<file path="src/hw/hss_pkg.sv">
// Purpose: Shared constants, types and decode helpers for the haptic sequence slots.
// Assumes: Classic Wishbone, 32-bit data, one aligned word per register index.
// Notes:   Byte address of a register is four times its index.
//
// Overview of operation
// - Delay-select set: low seven bits are idle time, no waveform driven.
// - Delay slot idles 10 ms times its seven-bit value, then moves on; the sequencer stops at a zero value instead.
// - Delay-select clear: seven-bit field is a waveform identifier to play.
// - Identifier in bits six to zero indexes one waveform of the library.
// - Setting the go bit starts playback at the first slot.
// - After a waveform ends, play the following slot if it is non-zero.
// - Stop at a zero identifier or after eight slots, whichever first.
package hss_pkg;

    // ************************************************************
    // Widths
    // ************************************************************
    localparam int ADDR_W = 8;
    localparam int DATA_W = 32;
    localparam int SLOT_W = 8;
    localparam int FIELD_W = 7;
    localparam int SLOT_COUNT = 8;
    localparam int POS_W = 3;

    // ************************************************************
    // Register indices (byte address = index * 4)
    // ************************************************************
    localparam logic [ADDR_W-1:0] IDX_CONTROL = 8'h0C;
    localparam logic [ADDR_W-1:0] IDX_SLOT_FIRST = 8'h0F;
    localparam logic [ADDR_W-1:0] IDX_SLOT_THREE = 8'h11;
    localparam logic [ADDR_W-1:0] IDX_SLOT_FOUR = 8'h12;
    localparam logic [ADDR_W-1:0] IDX_SLOT_LAST = 8'h16;
    localparam logic [ADDR_W-1:0] IDX_STATUS = 8'h20;

    // ************************************************************
    // Field positions and reset values
    // ************************************************************
    localparam int CTRL_GO_BIT = 0;
    localparam int SLOT_DELAY_BIT = 7;
    localparam int STAT_BUSY_BIT = 0;
    localparam int STAT_DELAY_BIT = 1;
    localparam int STAT_PLAY_BIT = 2;
    localparam int STAT_POS_LSB = 4;
    localparam logic [SLOT_W-1:0] SLOT_RESET = 8'h00;
    localparam logic CONTROL_GO_RESET = 1'b0;
    localparam logic [POS_W-1:0] POS_LAST = 3'h7;

    // ************************************************************
    // Timing: one delay unit is 10 ms at a 4 ns clock
    // ************************************************************
    localparam longint DELAY_UNIT_NS = 10_000_000;
    localparam longint CLK_PERIOD_NS = 4;
    localparam int unsigned DELAY_UNIT_CYCLES = int'(DELAY_UNIT_NS / CLK_PERIOD_NS);

    // ************************************************************
    // Sequencer states, one-hot
    // ************************************************************
    typedef enum logic [4:0] {
        HSS_IDLE   = 5'h01,
        HSS_FETCH  = 5'h02,
        HSS_DECODE = 5'h04,
        HSS_PLAY   = 5'h08,
        HSS_DELAY  = 5'h10
    } hss_state_t;

    // Byte address of a register index
    function automatic logic [ADDR_W-1:0] hss_byte_addr(input logic [ADDR_W-1:0] idx);
        hss_byte_addr = {idx[ADDR_W-3:0], 2'b00};
    endfunction

    // Byte address falls on one of the eight slots
    function automatic logic hss_is_slot(input logic [ADDR_W-1:0] adr);
        hss_is_slot = (adr[1:0] == 2'b00) && (adr >= hss_byte_addr(IDX_SLOT_FIRST))
                      && (adr <= hss_byte_addr(IDX_SLOT_LAST));
    endfunction

    // Slot position of a slot byte address
    function automatic logic [POS_W-1:0] hss_slot_pos(input logic [ADDR_W-1:0] adr);
        logic [ADDR_W-1:0] diff;
        diff = adr - hss_byte_addr(IDX_SLOT_FIRST);
        hss_slot_pos = diff[POS_W+1:2];
    endfunction

endpackage

</file>
<file path="src/hw/hss_delay_timer.sv">
// Purpose: Idle timer counting whole delay units of UNIT_CYCLES clocks.
// Assumes: start is a one-cycle pulse; units is sampled with it.
// Notes:   abort drops a running delay without an expiry pulse.
`timescale 1ns/1ps
`default_nettype none
module hss_delay_timer
    import hss_pkg::*;
#(
    parameter int unsigned UNIT_CYCLES = DELAY_UNIT_CYCLES
) (
    input wire logic sys_clk,
    input wire logic rst,
    input wire logic start,
    input wire logic abort,
    input wire logic [FIELD_W-1:0] units,
    output logic expired
);

    logic running;
    logic [FIELD_W-1:0] units_left;
    logic [31:0] tick_cnt;
    logic unit_end;

    assign unit_end = (tick_cnt == UNIT_CYCLES - 1);

    // Unit and tick counters; total idle is units * UNIT_CYCLES clocks
    always_ff @(posedge sys_clk or posedge rst) begin
        if (rst) begin
            running <= 1'b0;
            units_left <= '0;
            tick_cnt <= '0;
            expired <= 1'b0;
        end else begin
            expired <= 1'b0;
            if (abort) begin
                running <= 1'b0;
            end else if (start) begin
                running <= (units != '0);
                expired <= (units == '0);
                units_left <= units;
                tick_cnt <= '0;
            end else if (running) begin
                if (unit_end) begin
                    tick_cnt <= '0;
                    units_left <= units_left - 7'h01;
                    if (units_left == 7'h01) begin
                        running <= 1'b0;
                        expired <= 1'b1;
                    end
                end else begin
                    tick_cnt <= tick_cnt + 32'h00000001;
                end
            end
        end
    end

endmodule
`default_nettype wire

</file>
<file path="src/hw/hss_sequencer.sv">
// Purpose: Wishbone register file and eight-slot playback sequencer.
// Assumes: wave_done pulses once when the library player finishes a waveform.
// Notes:   Slot reads and writes allowed during playback; a change is seen when fetched.
//
// The Wishbone register port was decided locally.
`timescale 1ns/1ps
`default_nettype none
module hss_sequencer
    import hss_pkg::*;
#(
    parameter int unsigned UNIT_CYCLES = DELAY_UNIT_CYCLES
) (
    input wire logic sys_clk,
    input wire logic rst,
    input wire logic wb_cyc_i,
    input wire logic wb_stb_i,
    input wire logic wb_we_i,
    input wire logic [ADDR_W-1:0] wb_adr_i,
    input wire logic [3:0] wb_sel_i,
    input wire logic [DATA_W-1:0] wb_dat_i,
    output logic [DATA_W-1:0] wb_dat_o,
    output logic wb_ack_o,
    output logic wave_start,
    output logic wave_abort,
    output logic [FIELD_W-1:0] wave_index,
    input wire logic wave_done,
    output logic seq_busy,
    output logic seq_delay_active
);

    // ************************************************************
    // Declarations
    // ************************************************************
    logic req;
    logic pend;
    logic bus_commit;
    logic wr_commit;
    logic slot_hit;
    logic ctrl_hit;
    logic stat_hit;
    logic slot_wr_en;
    logic ctrl_wr;
    logic [POS_W-1:0] bus_pos;
    logic [SLOT_W-1:0] bus_slot_rdata;
    logic [SLOT_W-1:0] seq_slot_rdata;
    logic [DATA_W-1:0] next_rdata;
    logic go;
    hss_state_t state;
    hss_state_t next_state;
    logic [POS_W-1:0] pos;
    logic seq_end;
    logic step_done;
    logic timer_start;
    logic timer_expired;
    logic abort_req;
    logic entry_zero;
    logic entry_delay;

    // ************************************************************
    // Wishbone slave
    // ************************************************************

    // Request decode; address held by the master until ack
    assign req = wb_cyc_i && wb_stb_i;
    assign slot_hit = hss_is_slot(wb_adr_i);
    assign ctrl_hit = (wb_adr_i == hss_byte_addr(IDX_CONTROL));
    assign stat_hit = (wb_adr_i == hss_byte_addr(IDX_STATUS));
    assign bus_pos = hss_slot_pos(wb_adr_i);

    // The ack edge is the only edge at which a write lands
    assign bus_commit = req && pend;
    assign wr_commit = bus_commit && wb_we_i && wb_sel_i[0];
    assign slot_wr_en = wr_commit && slot_hit;
    assign ctrl_wr = wr_commit && ctrl_hit;

    // Two-cycle answer: one cycle for the registered slot read, one for ack
    always_ff @(posedge sys_clk or posedge rst) begin
        if (rst) begin
            pend <= 1'b0;
            wb_ack_o <= 1'b0;
        end else begin
            pend <= req && !pend && !wb_ack_o;
            wb_ack_o <= bus_commit;
        end
    end

    // Read data mux; unmapped and reserved bits read as zero
    always_comb begin
        next_rdata = '0;
        if (slot_hit) begin
            next_rdata[SLOT_W-1:0] = bus_slot_rdata;
        end else if (ctrl_hit) begin
            next_rdata[CTRL_GO_BIT] = go;
        end else if (stat_hit) begin
            next_rdata[STAT_BUSY_BIT] = seq_busy;
            next_rdata[STAT_DELAY_BIT] = seq_delay_active;
            next_rdata[STAT_PLAY_BIT] = (state == HSS_PLAY);
            next_rdata[STAT_POS_LSB +: POS_W] = pos;
        end
    end

    // Read data registered at the ack edge, held until the next answer
    always_ff @(posedge sys_clk or posedge rst) begin
        if (rst) begin
            wb_dat_o <= '0;
        end else if (bus_commit && !wb_we_i) begin
            wb_dat_o <= next_rdata;
        end
    end

    // ************************************************************
    // Slot storage
    // ************************************************************
    hss_slot_mem u_slots (
        .sys_clk(sys_clk),
        .rst(rst),
        .wr_en(slot_wr_en),
        .wr_pos(bus_pos),
        .wr_data(wb_dat_i[SLOT_W-1:0]),
        .bus_pos(bus_pos),
        .bus_rdata(bus_slot_rdata),
        .seq_pos(pos),
        .seq_rdata(seq_slot_rdata)
    );

    // ************************************************************
    // Go bit
    // ************************************************************

    // Software write beats the hardware clear, so a restart is never lost
    always_ff @(posedge sys_clk or posedge rst) begin
        if (rst) begin
            go <= CONTROL_GO_RESET;
        end else if (ctrl_wr) begin
            go <= wb_dat_i[CTRL_GO_BIT];
        end else if (seq_end) begin
            go <= 1'b0;
        end
    end

    // Clearing go while busy abandons the sequence
    assign abort_req = !go && (state != HSS_IDLE) && (state != HSS_FETCH || pos != '0);

    // ************************************************************
    // Slot decode
    // ************************************************************

    // Zero identifier stops; a delay entry of zero stops as well
    assign entry_zero = (seq_slot_rdata[FIELD_W-1:0] == '0);
    assign entry_delay = seq_slot_rdata[SLOT_DELAY_BIT];

    // Step finished: waveform done or idle time over
    assign step_done = ((state == HSS_PLAY) && wave_done)
                       || ((state == HSS_DELAY) && timer_expired);

    // End of sequence: zero entry, or the eighth slot completed
    always_comb begin
        seq_end = 1'b0;
        if (state == HSS_DECODE && entry_zero) begin
            seq_end = 1'b1;
        end else if (step_done && pos == POS_LAST) begin
            seq_end = 1'b1;
        end
    end

    // ************************************************************
    // Sequencer state machine
    // ************************************************************
    always_comb begin
        next_state = state;
        case (state)
            HSS_IDLE: begin
                if (go) begin
                    next_state = HSS_FETCH;
                end
            end
            HSS_FETCH: begin
                next_state = HSS_DECODE;
            end
            HSS_DECODE: begin
                if (entry_zero) begin
                    next_state = HSS_IDLE;
                end else if (entry_delay) begin
                    next_state = HSS_DELAY;
                end else begin
                    next_state = HSS_PLAY;
                end
            end
            HSS_PLAY, HSS_DELAY: begin
                if (seq_end) begin
                    next_state = HSS_IDLE;
                end else if (step_done) begin
                    next_state = HSS_FETCH;
                end
            end
            default: begin
                next_state = HSS_IDLE;
            end
        endcase
        if (abort_req) begin
            next_state = HSS_IDLE;
        end
    end

    // State register
    always_ff @(posedge sys_clk or posedge rst) begin
        if (rst) begin
            state <= HSS_IDLE;
        end else begin
            state <= next_state;
        end
    end

    // Slot position: first slot on start, one step per finished slot
    always_ff @(posedge sys_clk or posedge rst) begin
        if (rst) begin
            pos <= '0;
        end else if (state == HSS_IDLE) begin
            pos <= '0;
        end else if (step_done && !seq_end) begin
            pos <= pos + 3'h1;
        end
    end

    // ************************************************************
    // Playback and delay outputs
    // ************************************************************

    // Waveform request carries the identifier as a library index
    always_ff @(posedge sys_clk or posedge rst) begin
        if (rst) begin
            wave_start <= 1'b0;
            wave_index <= '0;
        end else begin
            wave_start <= 1'b0;
            if (state == HSS_DECODE && !entry_zero && !entry_delay && !abort_req) begin
                wave_start <= 1'b1;
                wave_index <= seq_slot_rdata[FIELD_W-1:0];
            end
        end
    end

    // Tell the player to stop if software abandons a waveform mid-play
    always_ff @(posedge sys_clk or posedge rst) begin
        if (rst) begin
            wave_abort <= 1'b0;
        end else begin
            wave_abort <= abort_req && (state == HSS_PLAY);
        end
    end

    // Delay entry loads the timer; no waveform is driven meanwhile
    assign timer_start = (state == HSS_DECODE) && !entry_zero && entry_delay;

    hss_delay_timer #(
        .UNIT_CYCLES(UNIT_CYCLES)
    ) u_timer (
        .sys_clk(sys_clk),
        .rst(rst),
        .start(timer_start),
        .abort(abort_req),
        .units(seq_slot_rdata[FIELD_W-1:0]),
        .expired(timer_expired)
    );

    // Status levels
    assign seq_busy = (state != HSS_IDLE);
    assign seq_delay_active = (state == HSS_DELAY);

endmodule
`default_nettype wire

</file>
<file path="src/hw/hss_slot_mem.sv">
// Purpose: Eight sequence slots with one write port and two registered read ports.
// Assumes: Write and reads share sys_clk; reads see the value before a same-edge write.
// Notes:   Bus port serves software, sequencer port serves playback.
`timescale 1ns/1ps
`default_nettype none
module hss_slot_mem
    import hss_pkg::*;
(
    input wire logic sys_clk,
    input wire logic rst,
    input wire logic wr_en,
    input wire logic [POS_W-1:0] wr_pos,
    input wire logic [SLOT_W-1:0] wr_data,
    input wire logic [POS_W-1:0] bus_pos,
    output logic [SLOT_W-1:0] bus_rdata,
    input wire logic [POS_W-1:0] seq_pos,
    output logic [SLOT_W-1:0] seq_rdata
);

    logic [SLOT_W-1:0] slots [SLOT_COUNT];

    // Slot storage, all entries clear at reset
    always_ff @(posedge sys_clk or posedge rst) begin
        if (rst) begin
            for (int i = 0; i < SLOT_COUNT; i++) begin
                slots[i] <= SLOT_RESET;
            end
        end else if (wr_en) begin
            slots[wr_pos] <= wr_data;
        end
    end

    // Registered read ports
    always_ff @(posedge sys_clk or posedge rst) begin
        if (rst) begin
            bus_rdata <= SLOT_RESET;
            seq_rdata <= SLOT_RESET;
        end else begin
            bus_rdata <= slots[bus_pos];
            seq_rdata <= slots[seq_pos];
        end
    end

endmodule
`default_nettype wire

</file>
<file path="config.mk">
export PLATFORM = sky130hd
export DESIGN_NAME = hss_sequencer
export DESIGN_NICKNAME = d
export VERILOG_FILES = /design/src/hw/hss_pkg.sv /design/src/hw/hss_delay_timer.sv /design/src/hw/hss_sequencer.sv /design/src/hw/hss_slot_mem.sv
export SDC_FILE = /design/constraint.sdc
export NUM_CORES = 1
export LEC_CHECK = 0
export ABC_AREA = 1
export BUFFER_PORTS_ARGS = -buffer_cell sky130_fd_sc_hd__clkbuf_2
export CORE_MARGIN = 10
export CORE_UTILIZATION = 59
export CTS_CLUSTER_DIAMETER = 60
export DETAILED_ROUTE_END_ITERATION = 10
export PLACE_DENSITY = 0.92
export SLEW_MARGIN = 20
export SYNTH_ARGS = -nofsm -noshare
export SYNTH_HDL_FRONTEND = slang
export SYNTH_HIERARCHICAL = 1
export SYNTH_SLANG_ARGS = --single-unit
</file>
<file path="constraint.sdc">
create_clock -name sys_clk -period 3.3 [get_ports sys_clk]
set_input_delay 0.33 -clock sys_clk [delete_from_list [all_inputs] [get_ports sys_clk]]
set_output_delay 0.33 -clock sys_clk [all_outputs]
set_load 0.02 [all_outputs]
</file>
==> flow_summary_export.csv <==
group,metric,value,unit
status,status,"finished, final reports clean",
yosys,syn_area,8820,um^2
flow_run,drv_cap,0,
placement,place_congestion,0.915,
routing,wire_per_inst,14.7,um
routing,num_vias,8265,
cts,ctsResizeCount,0,
power,combPwrFrac,18.5,%
floorplan,pin_count,94,
power,seqPwrFrac,41.7,%
worst_setup_path,end_kind,"register",
yosys,synth_edf_count,0,
worst_setup_path,path_cells,"inv_2, nand3_1, nor4_2, buf_4, o21bai_4, inv_1, buf_4, nand3_1, nor2_1, nand2_1, nand2_1, nor2_1",
timing,worstMarginPinSlew,1.09,ns
floorplan,placeableCoreArea,14600,um^2
worst_setup_path,reg2reg_from,"state[4]$_DFFE_PP0P_",
placement,numPortBuffers,42,
worst_setup_path,cp-start-kind,"register",
power,power.total,0.00476,W
floorplan,chipWidth,142,um
floorplan,num_rows,44,
cts,clock_sinks,149,
power,power.internal,0.00335,W
power,p_leak,4.97,nW
worst_setup_path,critical_path.startpoint,"state[4]$_DFFE_PP0P_",
timing,fin_skew,0.00805,ns
timing,setup_viol,0,
power,power.share.switching,29.6,%
global_route,grt_pass1_wl,35600,um
timing,hold_viol,0,
placement,dpl.cell_count,1444,
global_route,grtUsageTotal,21.1,%
cts,cts_buffer_depth,2,
worst_setup_path,arrival,2.81,ns
cells_and_area,num-nets-final,1339,
worst_setup_path,crit_type,"reg2reg",
routing,routed_via_density,5.60,
timing,final.setup.tns,0,ns
min_path,hold_path_startpoint,"wb_stb_i",
floorplan,die_h,142,um
cts,htreeDepth,4,
power,p_sw,0.00141,W
timing,min_period,2.52,ns
routing,firstDrtPassIters,10,
min_path,worstHoldPathType,"in2reg",
routing,drc,0,
timing,finalMaxSlewViolations,0,
power,ir_drop,0.395,mV
floorplan,start_util,60.4,%
cts,clk_latency,0.42,ns
cells_and_area,layout-drive-gt1-share,10.5,%
cts,cts_tree,"yes",
routing,wl,21700,um
global_route,grt-ovfl-total,0,
global_route,grt_max_degree,42,
timing,fmax,397,MHz
cells_and_area,final_common_cell,"nand2_1",
yosys,yosysWarnings,6,
cells_and_area,mostFrequentLayoutCells,"452 x nand2_1, 155 x inv_1, 148 x dfrtp_1",
yosys,synthCells,1244,
power,power.share.clock,39.8,%
cells_and_area,syn_to_final_growth,9.10,%
cells_and_area,fill_cells,1183,
yosys,syn_avg_cell_area,7.09,um^2
global_route,antenna_found_initial,0,
cts,clkTransAtPathRegs,0.06,ns
global_route,grt_pass1_vias,7596,
yosys,ys_ff_latch,149,
yosys,ys_async_sr_fraction,100,%
worst_setup_path,crit_path_max_incr_delay,0.43,ns
cts,cts-root-buf,"clkbuf_16",
yosys,ys_seq_area_share,42.3,%
yosys,synth_cell_types,41,
timing,final.period_utilization,76.3,%
cells_and_area,final_cells,1476,
routing,postRouteAntennaNets,0,
timing,rsz0062_at_grt,"false",
routing,drt_iter0_markers,952,
placement,dpl.hpwl,15000,um
power,p_per_area,495,nW/um^2
timing,slew_headroom,27.3,%
cts,cts_buffers,17,
worst_setup_path,crit_required,3.59,ns
yosys,synth_flop_cell,"dfrtp_1",
cells_and_area,antenna_cells,0,
worst_setup_path,worst_path_max_delay_cell,"dfrtp_1",
worst_setup_path,critPathMaxFanout,21,
floorplan,dieArea,20200,um^2
[per-stage QoR]
stage          setup WS, ns  instance area, um^2  utilization, %  hold WS (ns)
2_1_floorplan         0.918                 8900               -         0.395
3_3_place_gp          0.810                 9030            61.9         0.371
3_5_place_dp          0.676                 9030            61.9         0.376
4_1_cts               0.829                 9620            65.9         0.108
5_1_grt               0.602                 9620            65.9         0.133
6_report              0.783                 9620            65.9         0.117
[cell type report]
| cell class | count | area [um^2] | area share, % |
|---|---|---|---|
| Clock inverter | 7 | 97.6 | 1.01 |
| Multi-Input combinational cell | 894 | 4140 | 43.0 |
| Timing Repair Buffer | 58 | 333 | 3.46 |
| Tap cell | 184 | 230 | 2.39 |
| Clock buffer | 24 | 482 | 5.01 |
| Sequential cell | 149 | 3730 | 38.8 |
| Inverter | 160 | 607 | 6.31 |
[state kept, by name, indices dropped and copies added (netlist names)]
register            cells
wave_index              7
go                      1
u_timer/running         1
pend                    1
state                   5
u_slots/seq_rdata       8
u_slots/bus_rdata       8
u_timer/units_left      7
u_timer/tick_cnt       32
u_timer/expired         1
wb_dat_o                8
pos                     3
wave_abort              1
wave_start              1
wb_ack_o                1
u_slots/slots          64
[worst paths after layout]
kind	to	slack (ns)	depth (start not counted)
hold reg to reg	pend$_DFF_PP0_	0.43	1
setup reg to reg	u_timer/tick_cnt[28]$_DFFE_PP0P_	0.78	12
max in group asynchronous	u_slots/slots[28]$_DFFE_PP0P_	2.02	4
min in group asynchronous	u_slots/slots[46]$_DFFE_PP0P_	0.50	3
setup / recovery	u_timer/tick_cnt[28]$_DFFE_PP0P_	0.78	12
hold / removal	pend$_DFF_PP0_	0.12	3
[power by group through the flow]
stage / combinational, W / clock [W] / sequential (W)
CTS: 0.000853 / 0.00191 / 0.00198
global placement: 0.000815 / 0 / 0.00201
floorplan: 0.000620 / 0 / 0.00203
detailed placement: 0.000842 / 0 / 0.00201
global route: 0.000960 / 0.00199 / 0.00199
finish: 0.000880 / 0.00189 / 0.00198
[synthesized netlist by cell type, types with 3 or more instances]
| cell | n | area share, % |
|---|---|---|
| nand3_1 | 118 | 6.7 |
| a31oi_1 | 4 | 0.28 |
| nor2_1 | 93 | 4.0 |
| clkbuf_1 | 10 | 0.43 |
| o21ai_0 | 79 | 4.5 |
| a21oi_1 | 6 | 0.34 |
| nand3_2 | 3 | 0.34 |
| dfrtp_1 | 148 | 42 |
| nor3_1 | 5 | 0.28 |
| o21ai_1 | 6 | 0.34 |
| nand2_2 | 4 | 0.28 |
| nor2_4 | 6 | 0.77 |
| nand2_1 | 452 | 19 |
| xor2_1 | 14 | 1.4 |
| buf_2 | 20 | 1.1 |
| buf_4 | 26 | 2.2 |
| nor2_2 | 23 | 1.6 |
| ha_1 | 9 | 1.3 |
| nand4_1 | 29 | 2.1 |
| buf_6 | 5 | 0.64 |
| inv_1 | 157 | 6.7 |
[worst max-delay path, delay by kind of cell, from the launching register on]
family	cells	cell delay (ns)
buffers and inverters	4	0.77
DFF	1	0.43
and+or+nand+nor	7	0.99
AOI/OAI and AO/OA	1	0.18
[kinds of logic (layout without fill, tap and decap cells)]
logic type      count (synthesis)  count (layout)  synth area share, %
buf+inv                       224             249                 11.8
simple gates                  745             745                 36.9
compound gates                100             100                 6.06
flops                         149             149                 42.3
fa+ha+maj                       9               9                 1.28
other cells                     1              24               0.0425
xor+xnor                       16              16                 1.59
[metal layers]
layer | wire (um) | up-vias | GRT usage (%)
li1 | - | 3907 | -
met1 | 8770 | 3828 | 27.1
met2 | 10300 | 463 | 34.3
met3 | 2080 | 67 | 4.61
met4 | 558 | 0 | 7.80
met5 | 0 | - | 0
[repair_timing]
action,4_1_cts,5_1_grt
hold endpoints to repair,19,0
setup buffers,0,0
hold buffers,1,0
(Power assumes the default switching activity.)
